File: config.mk
export PLATFORM = sky130hd
export DESIGN_NAME = cmia_irq_aggregator
export DESIGN_NICKNAME = d
export VERILOG_FILES = /design/src/verilog/cmia_irq_aggregator.v /design/src/verilog/cmia_los_event.v
export VERILOG_INCLUDE_DIRS = /design/src /design/src/verilog
export SDC_FILE = /design/constraint.sdc
export NUM_CORES = 1
export LEC_CHECK = 0
export BUFFER_PORTS_ARGS = -buffer_cell sky130_fd_sc_hd__clkbuf_2
export CELL_PAD_IN_SITES_DETAIL_PLACEMENT = 0
export CELL_PAD_IN_SITES_GLOBAL_PLACEMENT = 2
export CORE_MARGIN = 1
export CORE_UTILIZATION = 25
export CTS_BUF_LIST = sky130_fd_sc_hd__clkbuf_4 sky130_fd_sc_hd__clkbuf_8
export DETAILED_ROUTE_END_ITERATION = 8
export GPL_TIMING_DRIVEN = 0
export MAX_ROUTING_LAYER = met4
export PLACE_DENSITY = 0.7
export SETUP_SLACK_MARGIN = 0.05
export SYNTH_ARGS = -nofsm -noshare
export SYNTH_HDL_FRONTEND = slang
export SYNTH_SLANG_ARGS = --single-unit
File: constraint.sdc
create_clock -name mclk -period 3.1 [get_ports mclk]
set_clock_uncertainty 0.1 [all_clocks]
set_input_delay 0.465 -clock mclk [delete_from_list [all_inputs] [get_ports mclk]]
set_output_delay 0.465 -clock mclk [all_outputs]
set_load 0.05 [all_outputs]
File: src/verilog/cmia_map.vh
// register offsets, field positions and reset values of the interrupt aggregator
`ifndef CMIA_MAP_VH
`define CMIA_MAP_VH
`define CMIA_OFF_INT_EN      8'h00
`define CMIA_OFF_INT_STS     8'h01
`define CMIA_OFF_LOS_EVT0    8'h02
`define CMIA_OFF_LOS_EVT1    8'h03
`define CMIA_OFF_LOS_EVT2    8'h04
`define CMIA_OFF_LOS_CTRL    8'h05
`define CMIA_BIT_DEV         15
`define CMIA_BIT_ACT1        8
`define CMIA_BIT_ACT0        7
`define CMIA_BIT_LOS2        6
`define CMIA_BIT_LOS1        5
`define CMIA_BIT_LOS0        4
`define CMIA_BIT_DSTATE      3
`define CMIA_BIT_DHOLD       2
`define CMIA_BIT_DLOL        1
`define CMIA_BIT_ALOL        0
`define CMIA_RST_INT_EN      16'h0000
`define CMIA_RST_LOS_EVT     1'b1
`define CMIA_RST_LOS_CTRL    3'h0
`define CMIA_EN_WMASK        16'h8fff
`define CMIA_SEL_DEV_IRQ     2'h1
`endif

File: src/verilog/cmia_irq_aggregator.v
// clock monitor interrupt aggregator with its register port
`timescale 1ns/1ps
`include "cmia_map.vh"
// How it works
// - status bit 15 is OR of enabled sources
// - interrupt only when global enable and status
// - pin carries interrupt when selector picks it
// - enables 8..4 gate activity and loss statuses
// - enables 3..0 gate loop event statuses
// - status 8..4 mirror monitor event flags
// - status 3..0 mirror loop event flags
// - loss flag sticks while loss persists
module cmia_irq_aggregator (
  mclk,
  nrst,
  regAddr,
  regWrite,
  regWdata,
  regRdata,
  secondaryActivityEvent,
  primaryActivityEvent,
  crystalLossCondition,
  secondaryLossCondition,
  primaryLossCondition,
  digitalLoopStateEvent,
  digitalLoopHoldoverEvent,
  digitalLoopLockLossEvent,
  analogLoopLockLossEvent,
  lockPinSelect,
  lockFunction,
  deviceIrq,
  lockStatusPin
);
  input  wire        mclk;
  input  wire        nrst;
  input  wire [7:0]  regAddr;
  input  wire        regWrite;
  input  wire [15:0] regWdata;
  output reg  [15:0] regRdata;
  input  wire        secondaryActivityEvent;
  input  wire        primaryActivityEvent;
  input  wire        crystalLossCondition;
  input  wire        secondaryLossCondition;
  input  wire        primaryLossCondition;
  input  wire        digitalLoopStateEvent;
  input  wire        digitalLoopHoldoverEvent;
  input  wire        digitalLoopLockLossEvent;
  input  wire        analogLoopLockLossEvent;
  input  wire [1:0]  lockPinSelect;
  input  wire        lockFunction;
  output wire        deviceIrq;
  output wire        lockStatusPin;

  // ----------------------------------------
  // internal state
  // ----------------------------------------
  reg  [15:0] irqEnable_reg;
  reg  [15:0] irqEnable_next;
  reg  [2:0]  losCtrl_reg;
  reg  [2:0]  losCtrl_next;
  reg  [15:0] regRdata_next;
  wire [2:0]  losEvent;
  wire [2:0]  losClear;
  wire [15:0] irqStatus;
  wire [8:0]  rawStatus;
  wire [8:0]  maskedStatus;
  wire        devStatus;
  wire        selEnable;
  wire        selStatus;
  wire        selLosEvt0;
  wire        selLosEvt1;
  wire        selLosEvt2;
  wire        selLosCtrl;

  // ----------------------------------------
  // address decode
  // ----------------------------------------
  assign selEnable  = (regAddr == `CMIA_OFF_INT_EN);
  assign selStatus  = (regAddr == `CMIA_OFF_INT_STS);
  assign selLosEvt0 = (regAddr == `CMIA_OFF_LOS_EVT0);
  assign selLosEvt1 = (regAddr == `CMIA_OFF_LOS_EVT1);
  assign selLosEvt2 = (regAddr == `CMIA_OFF_LOS_EVT2);
  assign selLosCtrl = (regAddr == `CMIA_OFF_LOS_CTRL);

  // ----------------------------------------
  // loss-of-signal event flags
  // ----------------------------------------
  // write one to bit 0 clears; live loss wins
  assign losClear[0] = regWrite & selLosEvt0 & regWdata[0];
  assign losClear[1] = regWrite & selLosEvt1 & regWdata[0];
  assign losClear[2] = regWrite & selLosEvt2 & regWdata[0];

  cmia_los_event uPrimaryLoss (
    .mclk          (mclk),
    .nrst          (nrst),
    .softReset     (losCtrl_reg[0]),
    .lossCondition (primaryLossCondition),
    .clearStrobe   (losClear[0]),
    .eventFlag     (losEvent[0])
  );
  cmia_los_event uSecondaryLoss (
    .mclk          (mclk),
    .nrst          (nrst),
    .softReset     (losCtrl_reg[1]),
    .lossCondition (secondaryLossCondition),
    .clearStrobe   (losClear[1]),
    .eventFlag     (losEvent[1])
  );
  cmia_los_event uCrystalLoss (
    .mclk          (mclk),
    .nrst          (nrst),
    .softReset     (losCtrl_reg[2]),
    .lossCondition (crystalLossCondition),
    .clearStrobe   (losClear[2]),
    .eventFlag     (losEvent[2])
  );

  // ----------------------------------------
  // status mirrors and aggregation
  // ----------------------------------------
  // mirrors are wires, so they follow the flags in the same cycle
  assign rawStatus[`CMIA_BIT_ACT1]   = secondaryActivityEvent;
  assign rawStatus[`CMIA_BIT_ACT0]   = primaryActivityEvent;
  assign rawStatus[`CMIA_BIT_LOS2]   = losEvent[2];
  assign rawStatus[`CMIA_BIT_LOS1]   = losEvent[1];
  assign rawStatus[`CMIA_BIT_LOS0]   = losEvent[0];
  assign rawStatus[`CMIA_BIT_DSTATE] = digitalLoopStateEvent;
  assign rawStatus[`CMIA_BIT_DHOLD]  = digitalLoopHoldoverEvent;
  assign rawStatus[`CMIA_BIT_DLOL]   = digitalLoopLockLossEvent;
  assign rawStatus[`CMIA_BIT_ALOL]   = analogLoopLockLossEvent;

  // ----------------------------------------
  // per-source masking
  // ----------------------------------------
  assign maskedStatus[`CMIA_BIT_ACT1] =
    rawStatus[`CMIA_BIT_ACT1] & irqEnable_reg[`CMIA_BIT_ACT1];
  assign maskedStatus[`CMIA_BIT_ACT0] =
    rawStatus[`CMIA_BIT_ACT0] & irqEnable_reg[`CMIA_BIT_ACT0];
  assign maskedStatus[`CMIA_BIT_LOS2] =
    rawStatus[`CMIA_BIT_LOS2] & irqEnable_reg[`CMIA_BIT_LOS2];
  assign maskedStatus[`CMIA_BIT_LOS1] =
    rawStatus[`CMIA_BIT_LOS1] & irqEnable_reg[`CMIA_BIT_LOS1];
  assign maskedStatus[`CMIA_BIT_LOS0] =
    rawStatus[`CMIA_BIT_LOS0] & irqEnable_reg[`CMIA_BIT_LOS0];
  assign maskedStatus[`CMIA_BIT_DSTATE] =
    rawStatus[`CMIA_BIT_DSTATE] & irqEnable_reg[`CMIA_BIT_DSTATE];
  assign maskedStatus[`CMIA_BIT_DHOLD] =
    rawStatus[`CMIA_BIT_DHOLD] & irqEnable_reg[`CMIA_BIT_DHOLD];
  assign maskedStatus[`CMIA_BIT_DLOL] =
    rawStatus[`CMIA_BIT_DLOL] & irqEnable_reg[`CMIA_BIT_DLOL];
  assign maskedStatus[`CMIA_BIT_ALOL] =
    rawStatus[`CMIA_BIT_ALOL] & irqEnable_reg[`CMIA_BIT_ALOL];

  // ----------------------------------------
  // device status and interrupt
  // ----------------------------------------
  assign devStatus = |maskedStatus;
  assign irqStatus = {devStatus, 6'h00, rawStatus};
  assign deviceIrq = irqEnable_reg[`CMIA_BIT_DEV] & devStatus;

  // ----------------------------------------
  // shared status pin
  // ----------------------------------------
  assign lockStatusPin = (lockPinSelect == `CMIA_SEL_DEV_IRQ) ?
                         deviceIrq : lockFunction;

  // ----------------------------------------
  // register writes
  // ----------------------------------------
  always @* begin
    irqEnable_next = irqEnable_reg;
    if (regWrite && selEnable) begin
      irqEnable_next = regWdata & `CMIA_EN_WMASK; // bits 14..12 stay zero
    end
  end

  always @* begin
    losCtrl_next = losCtrl_reg;
    if (regWrite && selLosCtrl) begin
      losCtrl_next = regWdata[2:0]; // soft resets driven by host
    end
  end

  always @(posedge mclk or negedge nrst) begin
    if (!nrst) begin
      irqEnable_reg <= `CMIA_RST_INT_EN;
      losCtrl_reg   <= `CMIA_RST_LOS_CTRL;
    end else begin
      irqEnable_reg <= irqEnable_next;
      losCtrl_reg   <= losCtrl_next;
    end
  end

  // ----------------------------------------
  // register reads
  // ----------------------------------------
  always @* begin
    regRdata_next = 16'h0000; // unmapped indices read as zero
    if (selEnable) begin
      regRdata_next = irqEnable_reg;
    end else if (selStatus) begin
      regRdata_next = irqStatus;
    end else if (selLosEvt0) begin
      regRdata_next = {15'h0, losEvent[0]};
    end else if (selLosEvt1) begin
      regRdata_next = {15'h0, losEvent[1]};
    end else if (selLosEvt2) begin
      regRdata_next = {15'h0, losEvent[2]};
    end else if (selLosCtrl) begin
      regRdata_next = {13'h0, losCtrl_reg};
    end
  end

  always @(posedge mclk or negedge nrst) begin
    if (!nrst) begin
      regRdata <= 16'h0000;
    end else begin
      regRdata <= regRdata_next;
    end
  end
endmodule // cmia_irq_aggregator

File: src/verilog/cmia_los_event.v
// one loss-of-signal sticky event flag
`timescale 1ns/1ps
`include "cmia_map.vh"
module cmia_los_event (
  mclk,
  nrst,
  softReset,
  lossCondition,
  clearStrobe,
  eventFlag
);
  input  wire mclk;
  input  wire nrst;
  input  wire softReset;
  input  wire lossCondition;
  input  wire clearStrobe;
  output wire eventFlag;

  reg flag_reg;
  reg flag_next;
  reg softReset_reg;

  // ----------------------------------------
  // flag logic
  // ----------------------------------------
  always @* begin
    flag_next = flag_reg;
    if (softReset) begin
      flag_next = `CMIA_RST_LOS_EVT;
    end else if (softReset_reg) begin
      flag_next = `CMIA_RST_LOS_EVT; // set on leaving reset
    end else if (lossCondition) begin
      flag_next = 1'b1; // clear ignored while loss persists
    end else if (clearStrobe) begin
      flag_next = 1'b0;
    end
  end

  always @(posedge mclk or negedge nrst) begin
    if (!nrst) begin
      flag_reg      <= `CMIA_RST_LOS_EVT;
      softReset_reg <= 1'b0;
    end else begin
      flag_reg      <= flag_next;
      softReset_reg <= softReset;
    end
  end

  assign eventFlag = flag_reg;
endmodule // cmia_los_event

Word level (Yosys, flattened, before mapping) --
Cells that the tools add are included.
Word-level totals: logic and storage cells 57, output and inout bits 18, register bits after elaboration 38, bits of input ports 39
Operators by class: reduce and logical (&&, ||, !) cells 7, multiplexer cells 19, equality and inequality tests 6, bitwise gates (word level) 16
Operator list (number):
- $mux W16 | 2
- $and A1 B1 Y1 | 16
- $eq A8 B2 Y1 const B | 2
- $eq A8 B3 Y1 const B | 2
- $mux W1 | 13
- $mux W3 | 4
- $reduce_bool A4 Y1 | 3
- $reduce_or A9 Y1 | 1
- $eq A8 B1 Y1 const B | 1
- $logic_not A8 Y1 | 1
- $eq A2 B1 Y1 const B | 1
- $logic_and A1 B1 Y1 | 2

Longest topological paths before layout --
word-level depth 7, depth in mapped cells 6, gate-level depth less buffers 4

Modules after synthesis --
From an unflattened synthesis, not the netlist that was laid out.
Second synthesis, totals: cells, all modules 123, area, all modules 1611.5 µm²
By module, submodules not included:
- cmia_irq_aggregator | cells each 108, seq. area each 725.7 µm², instances 1, area an instance 1401.3 µm²
- cmia_los_event | cells each 5, seq. area each 51.3 µm², instances 3, area an instance 70.1 µm²

Worst setup path before layout --
Ideal clock, no wire load.
kind input port to flip-flop, from input regAddr[3], to register irqEnable_reg[10], required time 2.875 ns, setup time 0.125 ns, arrival time 2.175 ns, stages on the path 6, buffers on the path 2, slack 0.700 ns, path through or4_1 or3_1 buf_6 nor3b_4 buf_6 mux2_2
Between the ends: cells in the longest elaborated chain, start to end 2
Ends and longest elaborated chain:
- start, declared | RTL line cmia_irq_aggregator.v:36 | input wire [7:0] regAddr;
- $logic_not A8 Y1 (no line)
- $logic_and A1 B1 Y1 | RTL line cmia_irq_aggregator.v:172 | if (regWrite && selEnable) begin
- end signal, assigned | RTL line cmia_irq_aggregator.v:186 | irqEnable_reg <= `CMIA_RST_INT_EN;
- end signal, assigned | RTL line cmia_irq_aggregator.v:189 | irqEnable_reg <= irqEnable_next;
- end, declared | RTL line cmia_irq_aggregator.v:57 | reg [15:0] irqEnable_reg;
No other way between the ends. A chain may end at the register's enable or synchronous reset.

Worst setup path in the final report --
from register irqEnable_reg[8], to output lockStatusPin
Between the ends: cells in the longest elaborated chain, start to end 4
Ends and longest elaborated chain:
- $and A1 B1 Y1 | RTL line cmia_irq_aggregator.v:136 | rawStatus[`CMIA_BIT_ACT1] & irqEnable_reg[`CMIA_BIT_ACT1];
- $reduce_or A9 Y1 | RTL line cmia_irq_aggregator.v:157 | assign devStatus = |maskedStatus;
- $and A1 B1 Y1 | RTL line cmia_irq_aggregator.v:159 | assign deviceIrq = irqEnable_reg[`CMIA_BIT_DEV] & devStatus;
- $mux W1 | RTL line cmia_irq_aggregator.v:164 | assign lockStatusPin = (lockPinSelect == `CMIA_SEL_DEV_IRQ) ?
- end, declared | RTL line cmia_irq_aggregator.v:52 | output wire lockStatusPin;
No other way between the ends.

==> reports/metrics.cfg <==
[placement]
gp_congestion=0.751
hpwl_um=2660
dp.cells=243
io_buffer_count=49
pre_cts_ws_ps=433

[clocking]
ctsResizeCount=0
path_clk_slew_ps=70
post_cts_buffers=0
cts_max_level=2
insertion_delay_ps=280
cts_tree=done
cts_root_buf=clkbuf_8
ctsHoldBuffers=0
cts_inserted_buffers=5
cts_buffer_depth=2
cts.sinks=35

[route]
vias=1130
wl_um=3430
routedWlPerCell_um=13.7
dr.pass1.iters=4
drtIter0Drc=45
viasPerCell=4.50
drc=0
ant_nets=0

[grt]
grt_pass1_vias=1201
antenna_found_initial=0
grt_max_degree=36
overflow=0
grt_use_total_pct=12.0
grt_pass1_wl_um=5510

[setup_path]
cp-end-kind=primary output
worst-path-max-fanout=3
worstPathRequired_ps=2530
cp.arrival_ps=1910
cp-start-kind=flip-flop
criticalPathCategory=reg -> out

[timing]
whs_ps=179
slew_violations=0
rsz0062_at_grt=no
setup_tns_ps=0
fin_ws_ps=620
slew_headroom_pct=43.1
period_needed_ps=2480
hold_viol=0
tightest_slew_ps=854
finalCritPeriodShare_pct=80.0
clock.fmax_mhz=403
setup_viol_count_final=0

[pwr]
ir_worst_vdd_mv=0.189
p_per_area_nw_per_um2=496
power.leakage_uw=0.00100

[cells_and_area]
drive_gt1_share_pct=50.0
final_util_pct=33.7
syn2layout_area_growth_pct=30.3
final_nets=214
insertedDiodeCount=0
final_cells=251

[yosys]
yosysUniqueCellTypes=34
syn-instance-count=117
ys_ff_latch=35
synth_area_um2=1520
yosysWarnings=0
synth_seq_area_share_pct=57.8
avgSynthCellArea_um2=13.0

[floorplanning]
initial_core_util_pct=25.9
dieArea_um2=6400
ios=57
die_x_um=80.0
die_h_um=80.0
rows=28
fp.coreArea_um2=5890

[flow_run]
cap_viol_max_count=0

[worst_hold_path]
hp-class=in -> async

[run_status]
status=finished, final reports clean

cell usage in the layout, fill, tap and decap left out, types with 2 or more instances in the layout:
cell type | Yosys | layout
nor2_1 | 6 | 6
nor3_1 | 4 | 4
nand2_1 | 4 | 4
nor2b_1 | 3 | 3
and2_1 | 4 | 4
clkbuf_8 | 0 | 5
nand3_1 | 2 | 2
buf_2 | 2 | 2
dfrtp_1 | 32 | 32
buf_4 | 3 | 3
nand2b_1 | 2 | 2
buf_6 | 2 | 2
mux2i_1 | 2 | 2
conb_1 | 1 | 3
a22oi_1 | 3 | 3
o21ai_0 | 2 | 2
dfstp_2 | 3 | 3
a22o_1 | 8 | 8
mux2_2 | 18 | 18
clkbuf_4 | 0 | 2
clkbuf_2 | 0 | 49
synth_stat cells:
library cell	count	area, um^2
a2111oi_0	1	8.76
a211oi_1	1	7.51
a221oi_1	1	8.76
a222oi_1	1	10.0
a22o_1	8	70.1
a22oi_1	3	22.5
a31o_2	1	8.76
and2_1	4	25.0
buf_2	2	10.0
buf_4	3	22.5
buf_6	2	22.5
clkbuf_1	1	3.75
conb_1	1	3.75
dfrtp_1	32	801
dfstp_2	3	78.8
inv_1	1	3.75
mux2_2	18	203
mux2i_1	2	20.0
nand2_1	4	15.0
nand2b_1	2	12.5
nand3_1	2	10.0
nand3b_1	1	7.51
nand4b_1	1	8.76
nor2_1	6	22.5
nor2b_1	3	18.8
nor3_1	4	20.0
nor3b_1	1	7.51
nor3b_2	1	12.5
nor3b_4	1	18.8
nor4_1	1	6.26
o21ai_0	2	10.0
o31ai_1	1	7.51
or3_1	1	6.26
or4_1	1	7.51
worst max-delay path: stages (launching register included):
cell      delay [ps]
dfrtp_1          390
a22o_1           250
a221oi_1         310
nand3_1          190
a31o_2           270
clkbuf_2         230
where the power goes:
| group | switching, uW | internal, uW |
|---|---|---|
| Clock | 156 | 258 |
| Sequential | 8.36 | 469 |
| Combinational | 50.8 | 41.0 |
| Total | 215 | 768 |
stage by stage:
step                power [uW]  instance area, um^2
finish                     983                 1980
detailed placement         579                 1870
CTS                        997                 1980
global route              1030                 1980
floorplan                  535                 1530
global placement           578                 1870
cell families (layout without fill, tap and decap cells):
family / Yosys count / after routing / share of synthesized area, %
other cells: 1 / 3 / 0.246
compound gates: 19 / 19 / 10.1
simple gates: 33 / 33 / 13.1
flops: 35 / 35 / 57.8
buf+inv: 9 / 66 / 4.11
mux: 20 / 20 / 14.6
path summary, 6_finish.rpt:
kind                                                    from                                    to  slack [ps]  cells after the start
min in group mclk                       primaryLossCondition    uPrimaryLoss.eventFlag$_DFFE_PN1P_         280                      3
worst min-delay path                                    nrst                 regRdata[6]$_DFF_PN0_         180                      1
worst min register to register    losCtrl_reg[0]$_DFFE_PN0P_  uPrimaryLoss.softReset_reg$_DFF_PN0_         330                      0
max in group asynchronous                               nrst  uPrimaryLoss.softReset_reg$_DFF_PN0_        2190                      1
worst max register to register  irqEnable_reg[8]$_DFFE_PN0P_                regRdata[15]$_DFF_PN0_        1540                      4
worst max-delay path            irqEnable_reg[8]$_DFFE_PN0P_                         lockStatusPin         620                      5
cell type report:
cell class / count / area (um^2)
Fill cell: 621 / 3900
Sequential cell: 35 / 880
Multi-Input combinational cell: 75 / 587
Timing Repair Buffer: 49 / 245
Tap cell: 75 / 93.8
Clock buffer: 7 / 83.8
Buffer: 8 / 58.8
Clock inverter: 1 / 30.0
Inverter: 1 / 3.75
per-layer routing:
| layer | global-route usage [%] | up-vias | part of all wire (%) |
|---|---|---|---|
| met5 | - | - | 0 |
| met3 | 4.23 | 10 | 6.3 |
| met2 | 20.2 | 43 | 49 |
| li1 | - | 536 | - |
| met4 | 5.00 | 0 | 2.4 |
| met1 | 12.7 | 541 | 42 |
Power figures use the tool's default switching activity.
